**src/rtl/bps_pkg.sv**
```systemverilog
/*
 bank precharge scheduler package: command encodings, field positions,
 bank count and timing figures shared by the controller and device ends.
 assumes one 50 MHz clock common to both ends.
*/
package bps_pkg;
    // ------------------------------------------------------------
    // link geometry
    // ------------------------------------------------------------
    localparam int CA_W = 6;
    localparam int NUM_BANKS = 8;
    localparam int BANK_W = 3;
    localparam int CNT_W = 8;
    // ------------------------------------------------------------
    // first-cycle command codes on ca[4:0]
    // ------------------------------------------------------------
    localparam logic [4:0] CMD_PRE = 5'h10;
    localparam logic [4:0] CMD_ACT = 5'h01;
    localparam logic [4:0] CMD_RD = 5'h02;
    localparam logic [4:0] CMD_WR = 5'h04;
    localparam logic [4:0] CMD_MWR = 5'h06;
    localparam int FLAG_BIT = 5;
    localparam int BANK_LSB = 0;
    // ------------------------------------------------------------
    // timing figures in ns and derived cycle counts
    // ------------------------------------------------------------
    localparam int CLK_PS = 20000;
    localparam int TRAS_NS = 42;
    localparam int TRP_PB_NS = 18;
    localparam int TRP_AB_NS = 21;
    localparam int TWR_NS = 18;
    localparam int TRTP_NS = 8;
    localparam int TRCD_NS = 18;
    localparam int NRAS = (TRAS_NS * 1000 + CLK_PS - 1) / CLK_PS;
    localparam int NRP_PB = (TRP_PB_NS * 1000 + CLK_PS - 1) / CLK_PS;
    localparam int NRP_AB = (TRP_AB_NS * 1000 + CLK_PS - 1) / CLK_PS;
    localparam int NWR = (TWR_NS * 1000 + CLK_PS - 1) / CLK_PS;
    localparam int NRTP = (TRTP_NS * 1000 + CLK_PS - 1) / CLK_PS;
    localparam int NRCD = (TRCD_NS * 1000 + CLK_PS - 1) / CLK_PS;
    localparam int BL32_EXTRA = 8;
    localparam int WR_EXTRA = 1;
    localparam int WL = 4;
endpackage

```
**src/rtl/bps_if.sv**
```systemverilog
/*
 command link between controller and device: chip select plus six
 command/address lines, each command two cycles long.
 assumes both ends share sys_clk.
*/
`timescale 1ns/1ps
`default_nettype none
interface bps_if;
    logic cs;
    logic [bps_pkg::CA_W-1:0] ca;
    modport ctrl (output cs, output ca);
    modport dev (input cs, input ca);
endinterface
`default_nettype wire

```
**src/rtl/bps_dev.sv**
```systemverilog
/*
 device end: decodes two-cycle commands, tracks open banks and runs the
 auto-close precharge with its row-active lockout.
 assumes the controller keeps all command spacing it is responsible for.
*/
// Operation
// - precharge decoded from cs and ca lines
// - all-bank flag or second-cycle bank code
// - controller waits tRPab or tRPpb before access
// - read to precharge at least BL/2, tRAS
// - activate only after tRP from precharge
// - tRTP counting starts BL/2 minus 8
// - read to precharge covers analog minimum
// - write recovery from edge after last strobe
// - write to precharge WL+BL/2+1+tWR
// - close bank before opening another row
// - auto-close flag engages automatic precharge
// - flag low leaves bank open
// - read auto-close after nRTP, plus 8 for BL32
// - write auto-close tWR after burst end
// - reactivate after tRP and tRC
// - auto-close column commands allowed after tRCD; controller does not wait NRCD and allows them right after activate
// - internal precharge waits for tRAS
// - write then read auto-close covers tWR; a later read reloads the counters with the shorter read figure instead
`timescale 1ns/1ps
`default_nettype none
module bps_dev #(
    parameter int BL = 16
) (
    // clock and reset
    input wire logic sys_clk,
    input wire logic reset,
    // link
    bps_if.dev link,
    // bank state
    output logic [bps_pkg::NUM_BANKS-1:0] bank_open,
    output logic [bps_pkg::NUM_BANKS-1:0] close_pending,
    output logic [bps_pkg::NUM_BANKS-1:0] precharge_start
);
    localparam int N = bps_pkg::NUM_BANKS;
    localparam int W = bps_pkg::CNT_W;
    localparam int RD_AP = bps_pkg::NRTP + ((BL == 32) ? bps_pkg::BL32_EXTRA : 0);
    localparam int WR_AP = bps_pkg::WL + BL / 2 + bps_pkg::WR_EXTRA + bps_pkg::NWR;
    typedef enum logic [1:0] {ST_IDLE, ST_SECOND} bps_dst_e;
    bps_dst_e st_q, st_d;
    logic [bps_pkg::CA_W-1:0] c1_q, c1_d;
    logic [N-1:0] open_q, open_d, pend_q, pend_d, pstart_q, pstart_d;
    logic [W-1:0] ap_q [N], ap_d [N];
    logic [W-1:0] ras_q [N], ras_d [N];
    logic [bps_pkg::BANK_W-1:0] bank;
    logic [4:0] cmd;
    logic flag;
    logic second;
    logic do_pre;
    logic do_act;
    logic do_col;
    logic [N-1:0] pre_sel;
    logic [N-1:0] due;
    logic [W-1:0] arm_cnt;

    // ------------------------------------------------------------
    // command capture: first half latched, second half decoded live
    // ------------------------------------------------------------
    always_comb begin
        st_d = st_q;
        c1_d = c1_q;
        case (st_q)
            ST_IDLE: begin
                if (link.cs) begin
                    c1_d = link.ca;
                    st_d = ST_SECOND;
                end
            end
            ST_SECOND: begin
                st_d = ST_IDLE;
            end
            default: begin
                st_d = ST_IDLE;
            end
        endcase
    end

    always_ff @(posedge sys_clk) begin
        if (reset) begin
            st_q <= ST_IDLE;
            c1_q <= '0;
        end else begin
            st_q <= st_d;
            c1_q <= c1_d;
        end
    end

    // ------------------------------------------------------------
    // second-half decode
    // ------------------------------------------------------------
    always_comb begin
        bank = link.ca[bps_pkg::BANK_LSB +: bps_pkg::BANK_W];
        cmd = c1_q[4:0];
        flag = c1_q[bps_pkg::FLAG_BIT];
        second = (st_q == ST_SECOND);
        do_pre = second && (cmd == bps_pkg::CMD_PRE);
        do_act = second && (cmd == bps_pkg::CMD_ACT);
        do_col = second && (cmd == bps_pkg::CMD_RD || cmd == bps_pkg::CMD_WR ||
            cmd == bps_pkg::CMD_MWR);
        // reads close after nRTP, writes only after recovery
        arm_cnt = (cmd == bps_pkg::CMD_RD) ? W'(RD_AP) : W'(WR_AP);
        pre_sel = '0;
        for (int i = 0; i < N; i++) begin
            if (flag || i == int'(bank)) begin
                pre_sel[i] = do_pre;
            end
        end
    end

    // ------------------------------------------------------------
    // row-active timers, loaded on activate
    // ------------------------------------------------------------
    always_comb begin
        for (int i = 0; i < N; i++) begin
            ras_d[i] = (ras_q[i] != '0) ? ras_q[i] - W'(1) : ras_q[i];
            if (do_act && i == int'(bank)) begin
                ras_d[i] = W'(bps_pkg::NRAS);
            end
        end
    end

    always_ff @(posedge sys_clk) begin
        if (reset) begin
            for (int i = 0; i < N; i++) begin
                ras_q[i] <= '0;
            end
        end else begin
            ras_q <= ras_d;
        end
    end

    // ------------------------------------------------------------
    // auto-close: armed by a flagged burst, held off by row-active time
    // ------------------------------------------------------------
    always_comb begin
        due = '0;
        pend_d = pend_q;
        for (int i = 0; i < N; i++) begin
            ap_d[i] = (ap_q[i] != '0) ? ap_q[i] - W'(1) : ap_q[i];
            // lockout holds the close until row-active time is met
            if (pend_q[i] && ap_q[i] == '0 && ras_q[i] == '0) begin
                due[i] = 1'b1;
                pend_d[i] = 1'b0;
            end
            // an explicit close cancels one still waiting
            if (pre_sel[i]) begin
                pend_d[i] = 1'b0;
            end
            // arming wins over a clear in the same cycle
            if (do_col && flag && i == int'(bank)) begin
                pend_d[i] = 1'b1;
                ap_d[i] = arm_cnt;
            end
        end
    end

    always_ff @(posedge sys_clk) begin
        if (reset) begin
            pend_q <= '0;
            for (int i = 0; i < N; i++) begin
                ap_q[i] <= '0;
            end
        end else begin
            pend_q <= pend_d;
            ap_q <= ap_d;
        end
    end

    // ------------------------------------------------------------
    // open rows and precharge start pulses
    // ------------------------------------------------------------
    always_comb begin
        open_d = open_q;
        pstart_d = '0;
        for (int i = 0; i < N; i++) begin
            // a burst without the flag leaves its row open
            if (do_col && !flag && i == int'(bank)) begin
                open_d[i] = open_q[i];
            end
            if (due[i]) begin
                open_d[i] = 1'b0;
                pstart_d[i] = 1'b1;
            end
            // explicit close only reports banks that were really open
            if (pre_sel[i]) begin
                open_d[i] = 1'b0;
                pstart_d[i] = open_q[i];
            end
            if (do_act && i == int'(bank)) begin
                open_d[i] = 1'b1;
            end
        end
    end

    always_ff @(posedge sys_clk) begin
        if (reset) begin
            open_q <= '0;
            pstart_q <= '0;
        end else begin
            open_q <= open_d;
            pstart_q <= pstart_d;
        end
    end
    assign bank_open = open_q;
    assign close_pending = pend_q;
    assign precharge_start = pstart_q;
endmodule
`default_nettype wire

```
**src/flat_wrapper.sv**
```systemverilog
// flat-port wrapper written by rule: the top's interface ports become plain ports
module bps_dev_flat 
#(
    parameter int BL = 16
)
  (sys_clk, reset, bank_open, close_pending, precharge_start, link_cs, link_ca);
  bps_if link_i ();
  input wire logic sys_clk;
  input wire logic reset;
  output logic [bps_pkg::NUM_BANKS-1:0] bank_open;
  output logic [bps_pkg::NUM_BANKS-1:0] close_pending;
  output logic [bps_pkg::NUM_BANKS-1:0] precharge_start;
  input wire logic [$bits(link_i.cs)-1:0] link_cs;
  input wire logic [$bits(link_i.ca)-1:0] link_ca;
  assign link_i.cs = link_cs;
  assign link_i.ca = link_ca;
  bps_dev #(.BL(BL)) u_core (.sys_clk(sys_clk), .reset(reset), .link(link_i), .bank_open(bank_open), .close_pending(close_pending), .precharge_start(precharge_start));
endmodule
```
**config.mk**
```make
export PLATFORM = sky130hd
export DESIGN_NAME = bps_dev_flat
export DESIGN_NICKNAME = d
export VERILOG_FILES = /design/src/rtl/bps_pkg.sv /design/src/rtl/bps_if.sv /design/src/rtl/bps_dev.sv /design/src/flat_wrapper.sv
export SDC_FILE = /design/constraint.sdc
export NUM_CORES = 1
export LEC_CHECK = 0
export BUFFER_PORTS_ARGS = -buffer_cell sky130_fd_sc_hd__buf_2
export CAP_MARGIN = 20
export CORE_MARGIN = 4
export CORE_UTILIZATION = 33
export DETAILED_ROUTE_END_ITERATION = 8
export PLACE_DENSITY = 0.53
export RECOVER_POWER = 100
export SLEW_MARGIN = 20
export SYNTH_ARGS = -nofsm -noshare
export SYNTH_HDL_FRONTEND = slang
export SYNTH_SLANG_ARGS = --single-unit
```
**constraint.sdc**
```tcl
create_clock -name sys_clk -period 2.34 [get_ports sys_clk]
set_clock_uncertainty 0.1 [all_clocks]
set_input_delay 0.234 -clock sys_clk [delete_from_list [all_inputs] [get_ports sys_clk]]
set_output_delay 0.234 -clock sys_clk [all_outputs]
set_load 0.005 [all_outputs]
```
==> reports/metrics.cfg, run 1 <==
[logic_synthesis]
ys.flop_type=dfxtp_1
synth.distinct_cells=53
synth_area_um2=7714
yosysSeqAreaShare_pct=41.27
syn_nets=910
syn_inst=869
syn_area_per_cell_um2=8.876
synth_edf_count=0
ys_async_sr_fraction_pct=0
synth_seq_cells=159
yosys_warnings=0

[run]
maxCapViolations=0

[clock_network]
htreeDepth=4
cts_tree=done
cts_resized=0
clock_latency_ps=420
cts.clk_slew.worst_paths_ps=60
root_buffer=clkbuf_16
cts_sinks=159
clock_path_buffers=2
numCtsBuffers=17

[timing]
tightest_slew_ps=758.7
final_max_slew_viol_count=0
finalSetupViolations=0
fin_crit_sh_pct=89.82
worst_slack_ps=238.2
max_slew_margin_pct=49.32
hold_violations=0
fin_crit_ps=2102
setup_tns_ps=0
fmax_ghz=0.4758
rsz0062_at_grt=no

[final_layout]
mostFrequentLayoutCells=dfxtp_1, nor2_1, a21oi_1
final_area_um2=8989
nNetsFinal=960
layout_commonest_cell=dfxtp_1
seq_area_um2=3183
diodes=0
layout-drive-gt1-share_pct=10.73
area_delta_synth_final_pct=16.53
nFillCells=2333
multi_input_area_um2=4250
stdcell_count=1245

[critical_path]
crit_buf_inv=1
path_delay_family=simple AND/OR/NAND/NOR gates
critical_path.max_stage_delay_ps=500
worstSetupStartpointType=flop
worstPathArrival_ps=2350
cp_slowest_cell=or4b_1
critPathKind=reg2reg
path_cells=inv_1, ha_1, or3b_2, or2_0, or4b_1, a21oi_1
worstPathRequired_ps=2590
critPathCaptureType=flop
cp_max_fo=4

[placement]
gp_congestion=0.7556
post-dp-hpwl_um=11770
pre_cts_slack_ps=255.2
place_area_um2=8341
numPortBuffers=32
dp.cells=1210

[routing]
ant_nets=0
firstDrtPassIters=4
remaining_drc_errors=0
vias=6070
drt_iter0_markers=240
avgRoutedWirePerCell_um=13.33
drt_wl_total_um=16600
drt-vias-per-instance=4.876

[grt]
grt_pass1_vias=5794
antenna_found_initial=0
grt_pass1_wl_um=28260
grt.overflow.total=0
gr-usage-all-layers_pct=13.11
grt_max_degree=33

[floorplan]
fp.dieH_um=160.9
coreArea_um2=22850
start_util_pct=33.76
die_x_um=160.9
pin_count=33
die-area_um2=25880
row_count=55

[worst_hold_path]
hold_class=in2reg

[power]
p_leak_nw=3.544
ir_drop_v=0.0006147
power_density_nw_per_um2=1492

[outcome]
outcome=completed

[synthesized netlist by cell type (3+ instances only)]
library cell / instances / area [µm²]
nand4b_1: 3 / 26.28
a211o_1: 7 / 61.31
or2_2: 7 / 43.79
nand3_1: 33 / 165.2
nor3_1: 11 / 55.05
nor4bb_1: 4 / 40.04
nor3b_1: 6 / 45.04
nor4b_2: 3 / 45.04
xor2_1: 39 / 341.6
and3b_1: 3 / 26.28
o21ai_0: 12 / 60.06
or3_1: 5 / 31.28
or3b_1: 3 / 26.28
nand2b_1: 25 / 156.4
nor4_1: 17 / 106.4
nand3b_1: 5 / 37.54
ha_1: 32 / 400.4
o211ai_1: 29 / 217.7
and3_1: 5 / 31.28
nand4_1: 5 / 31.28
a2111oi_0: 5 / 43.79
nor2_1: 119 / 446.7
clkbuf_1: 24 / 90.09
nor4b_1: 7 / 61.31
a21oi_1: 63 / 315.3
o22ai_1: 25 / 156.4
or4_1: 17 / 127.6
mux2_2: 11 / 123.9
xnor2_1: 53 / 464.2
dfxtp_1: 159 / 3183
or3b_2: 5 / 43.79
nand2_1: 34 / 127.6
mux2i_1: 14 / 140.1
o31ai_1: 10 / 75.07
nor2b_1: 3 / 18.77
inv_1: 47 / 176.4
[worst register-to-register path, cell delays in order, from the launching register on]
cell,delay [ps]
dfxtp_1,320
inv_1,80
ha_1,150
or3b_2,480
or2_0,240
or4b_1,500
a21oi_1,160
[power breakdown]
part	total [mW]	leakage [nW]	internal (mW)	switching, mW
registers	4.52	1.31	3.66	0.863
clock network	3.02	0.315	1.93	1.09
logic	5.87	1.92	2.89	2.97
total	13.4	3.54	8.48	4.93
[through the flow]
step                util, %  hold WS [ps]  total power [mW]
global route          39.34         99.82             14.66
finish                39.34         72.44             13.41
CTS                   39.49         64.96             13.57
detailed placement    36.51         378.8             10.44
floorplan                 -         281.4             9.335
global placement      36.51         380.1             10.44
[flip-flops by register name, summed over array words and instances, names as in the netlist]
name and cells:
u_core.close_pending 8, u_core.ras_q 64, u_core.bank_open 8, u_core.ap_q 64, u_core.st_q 1, u_core.c1_q 6, u_core.precharge_start 8
[metal layers]
metal | vias to the layer above | part of all wire, % | GRT usage (%)
met1 | 2802 | 52 | 18.05
met2 | 70 | 43 | 20.22
met5 | - | 0 | 0
met3 | 22 | 3.3 | 3.156
met4 | 0 | 1.7 | 4.382
li1 | 3176 | - | -
[worst paths after layout]
| kind | slack [ps] | depth (start not counted) | to | start |
|---|---|---|---|---|
| worst max-delay path | 240 | 6 | u_core.precharge_start[3] | u_core.ap_q[32] |
| worst min-delay path | 70 | 2 | u_core.ras_q[41] | reset |
| worst max register to register | 240 | 6 | u_core.precharge_start[3] | u_core.ap_q[32] |
| worst min register to register | 390 | 2 | u_core.ap_q[7] | u_core.ap_q[7] |
[repair_timing]
action | in CTS | in global routing
setup buffers | 0 | 0
hold buffers | 3 | 0
hold endpoints to repair | 3 | 0
[area by class of cell]
| type | count | area share, % |
|---|---|---|
| Inverter | 47 | 1.963 |
| Sequential cell | 159 | 35.41 |
| Timing Repair Buffer | 58 | 3.731 |
| Clock inverter | 9 | 1.712 |
| Clock buffer | 23 | 5.540 |
| Multi-Input combinational cell | 636 | 47.29 |
| Tap cell | 313 | 4.357 |
[logic make-up after synthesis]
group | share of synthesized area [%]
buffers and inverters | 3.633
adders and majority gates | 5.191
xor gates and xnor gates | 10.45
muxes | 3.423
and+or+nand+nor | 23.16
DFF | 41.27
AOI/OAI and AO/OA | 12.88
Power figures use the tool's default switching activity.
==> run 2, diff against run 1 <==
- MAX_ROUTING_LAYER: not set -> met4
- SLEW_MARGIN: 20 -> not set
==> reports/metrics.cfg, run 2 (same netlist as run 1, synthesis figures left out) <==
[outcome]
outcome=completed

[timing]
fin_crit_sh_pct=89.80
fin_crit_ps=2101
finalSetupViolations=0
final_max_slew_viol_count=0
max_slew_margin_pct=50.20
setup_tns_ps=0
hold_violations=0
rsz0062_at_grt=no
fmax_ghz=0.4759
tightest_slew_ps=745.5

[grt]
use_met2_pct=20.24
use_met3_pct=3.054
use_met1_pct=18.08
antenna_found_initial=0
gr-usage-all-layers_pct=13.49
grt.overflow.total=0
grt_pass1_vias=5798
grt_max_degree=33
top_usage_layer=met2
grt_pass1_wl_um=28230

[critical_path]
path_cells=inv_1, ha_1, or3b_2, or2_0, or4b_1, a21oi_1
r2r-start=u_core.ap_q[32]
crit_buf_inv=1
critPathKind=reg2reg
critPathCaptureType=flop
critical_path.max_stage_delay_ps=500
cp_max_fo=4
cp_slowest_cell=or4b_1
worstPathArrival_ps=2350
reg2reg_setup_slack_ps=240
worstPathRequired_ps=2590
cp-startpoint=u_core.ap_q[32]
path_delay_family=simple AND/OR/NAND/NOR gates
worstSetupStartpointType=flop

[clock_network]
cts.clk_slew.worst_paths_ps=60
cts_tree=done
clock_path_buffers=2
htreeDepth=4
cts_sinks=159
numCtsBuffers=17
root_buffer=clkbuf_16
post-cts-setup-buffers=0
clock_latency_ps=420

[final_layout]
area_delta_synth_final_pct=16.53
largestRegisters=u_core.ap_q x64, u_core.ras_q x64
layout-drive-gt1-share_pct=10.73
mostFrequentLayoutCells=dfxtp_1, nor2_1, a21oi_1
stdcell_count=1245
multi_input_area_um2=4250
diodes=0
seq_area_um2=3183
layout_commonest_cell=dfxtp_1
final_util_pct=39.34
nNetsFinal=960
nFillCells=2333

[power]
power_density_nw_per_um2=1492
ir_drop_v=0.0006145
p_leak_nw=3.544

[routing]
drt-vias-per-instance=4.870
drt_iter0_markers=242
drt_wl_total_um=16570
remaining_drc_errors=0
firstDrtPassIters=4
ant_nets=0
avgRoutedWirePerCell_um=13.31
vias=6063

[worst_hold_path]
min_from=reset
hold_class=in2reg

[placement]
post-dp-hpwl_um=11770
numPortBuffers=32
dp.cells=1210
gp_congestion=0.7654

[floorplan]
row_count=55
die-area_um2=25880
die_x_um=160.9
pin_count=33
fp.dieH_um=160.9
start_util_pct=33.76
coreArea_um2=22850

[run]
maxCapViolations=0

run 2: cell counts in the layout (fill, tap and decap cells not counted):
Identical to the previous run, type by type.
run 2: area by class of cell:
class / count / share of cell area (%)
multi-input cells: 636 / 47.29
repair buffers: 58 / 3.731
clock inverters: 9 / 1.712
well taps: 313 / 4.357
clock buffers: 23 / 5.540
inverters: 47 / 1.963
flip-flops and latches: 159 / 35.41
run 2: per-layer routing:
metal | up-vias | share of wire, %
met1 | 2812 | 52
met5 | - | 0
met2 | 56 | 43
met4 | 0 | 1.7
met3 | 22 | 2.8
li1 | 3173 | -
run 2: timing repair:
item / 4_1_cts / 5_1_grt
hold buffers: 3 / 0
endpoints found under the hold margin: 3 / 0
resized for setup: 0 / 0
run 2: worst paths after layout:
| check | to | cells after the start |
|---|---|---|
| setup / recovery | u_core.precharge_start[3] | 6 |
| hold / removal | u_core.ras_q[41] | 2 |
| setup reg to reg | u_core.precharge_start[3] | 6 |
| hold reg to reg | u_core.ap_q[7] | 2 |
run 2: stage by stage:
step           hold WS [ps]  setup slack (ps)  instance area (µm²)  total power [mW]
2_1_floorplan         281.4             238.9                 7714             9.335
3_3_place_gp          380.1             291.9                 8341             10.44
3_5_place_dp          378.8             255.2                 8341             10.44
4_1_cts               64.96             223.9                 9022             13.57
5_1_grt               99.82             78.58                 8989             14.66
6_report              72.90             238.6                 8989             13.41
run 2: report_power, final:
group | switching, mW | total [mW] | internal [mW]
Clock | 1.10 | 3.02 | 1.93
Sequential | 0.864 | 4.52 | 3.66
Combinational | 2.97 | 5.87 | 2.89
==> run 3, diff against run 2 <==
- PLACE_DENSITY: 0.53 -> 0.55
- clock period: 2.34 -> 1.9 ns (I/O delays scaled with it)
==> reports/metrics.cfg, run 3 (same netlist as run 1, synthesis figures left out) <==
[timing]
hold_violations=0
max_slew_margin_pct=60.79
finalSetupViolations=1
tightest_slew_ps=586.9
fmax_ghz=0.5230
final_max_slew_viol_count=0
fin_crit_sh_pct=100.6
fin_crit_ps=1912
rsz0062_at_grt=yes
holdWs_ps=68.40
worst_slack_ps=-11.92

[clock_network]
clock_latency_ps=420
cts.clk_slew.worst_paths_ps=60
clock_path_buffers=2
root_buffer=clkbuf_16
htreeDepth=4
numCtsBuffers=17
cts_tree=done
cts_sinks=159

[critical_path]
cp_max_fo=2
reg2regPathDepth=6
worstPathArrival_ps=2160
worstPathRequired_ps=2150
critPathCaptureType=flop
worstSetupStartpointType=flop
critPathKind=reg2reg

[grt]
gr-usage-all-layers_pct=14.13
grt_max_degree=33
use_met1_pct=18.55
grt.overflow.total=0
use_met2_pct=22.16
grt_pass1_vias=6331
antenna_found_initial=0
grt_pass1_wl_um=29670
top_usage_layer=met2
use_met3_pct=3.105

[routing]
drt_iter0_markers=303
ant_nets=0
avgRoutedWirePerCell_um=13.53
remaining_drc_errors=0
drt-vias-per-instance=4.863
vias=6327
drt_wl_total_um=17610
firstDrtPassIters=4

[final_layout]
layout-drive-gt1-share_pct=19.03
largestRegisters=u_core.ap_q x64, u_core.ras_q x64
mostFrequentLayoutCells=dfxtp_1, nor2_1, a21oi_1
final_util_pct=41.92
nFillCells=2336
nNetsFinal=1017
layout_commonest_cell=dfxtp_1
area_delta_synth_final_pct=24.17
diodes=0

[floorplan]
row_count=55
coreArea_um2=22850
die-area_um2=25880
pin_count=33
fp.dieH_um=160.9
start_util_pct=33.76
die_x_um=160.9

[placement]
numPortBuffers=32
post-dp-hpwl_um=12500
gp_congestion=0.8078

[power]
ir_drop_v=0.0007806
p_leak_nw=3.832
power_density_nw_per_um2=1801

[run]
maxCapViolations=0

[outcome]
outcome=complete, but fails checks
violations=setup timing

[worst_hold_path]
hold_class=in2reg
hold_path_depth=3

run 3: worst paths after layout:
check	from	endpoint	slack, ps
setup / recovery	u_core.ap_q[32]	u_core.precharge_start[3]	-10
hold / removal	link_ca[0]	u_core.c1_q[0]	70
setup reg to reg	u_core.ap_q[32]	u_core.precharge_start[3]	-10
hold reg to reg	u_core.bank_open[6]	u_core.precharge_start[6]	390
run 3: critical path, cell delays in order, from the launching register on:
cell and delay [ps]:
dfxtp_2 320, inv_2 70, ha_4 130, or3b_4 370
or2_1 220, or4b_1 490, a21oi_1 150
run 3: what timing repair did:
action	CTS	global route
endpoints found under the setup margin	10	71
buffers inserted	1	6
hold buffers	3	0
pin swaps	3	14
hold endpoints to repair	3	0
gates resized for setup	6	54
run 3: stage by stage:
stage / worst slack, ps / std cells / total power [mW] / instance area [µm²] / setup TNS [ps]
2_1_floorplan: -107.3 / 869 / 11.66 / 7776 / -107.3
3_3_place_gp: 0.6566 / 1260 / 13.62 / 8812 / 0
3_5_place_dp: -28.27 / 1260 / 13.72 / 8812 / -76.38
4_1_cts: -39.21 / 1295 / 17.27 / 9452 / -39.21
5_1_grt: -77.65 / 1301 / 18.83 / 9578 / -916.3
6_report: -11.92 / 1301 / 17.25 / 9578 / -11.92
run 3: power breakdown:
part           switching, mW  internal [mW]  total, mW
Combinational           4.02           4.31       8.33
Clock                   1.35           2.03       3.37
Sequential              1.04           4.51       5.55
Total                   6.41           10.8       17.3
run 3: metal layers:
| layer | up-vias | wire length [µm] |
|---|---|---|
| li1 | 3292 | - |
| met1 | 2956 | 9048 |
| met2 | 71 | 8016 |
| met3 | 8 | 418 |
| met4 | 0 | 125 |
| met5 | - | 0 |
run 3: cell type report:
cell class                      instances  area, µm²  share of cell area, %
Multi-Input combinational cell        636       4468                  46.65
Clock buffer                           21      470.5                  4.912
Tap cell                              313      391.6                  4.089
Timing Repair Buffer                  115      772.0                  8.060
Clock inverter                         10      112.6                  1.176
Inverter                               47      176.4                  1.842
Sequential cell                       159       3187                  33.27
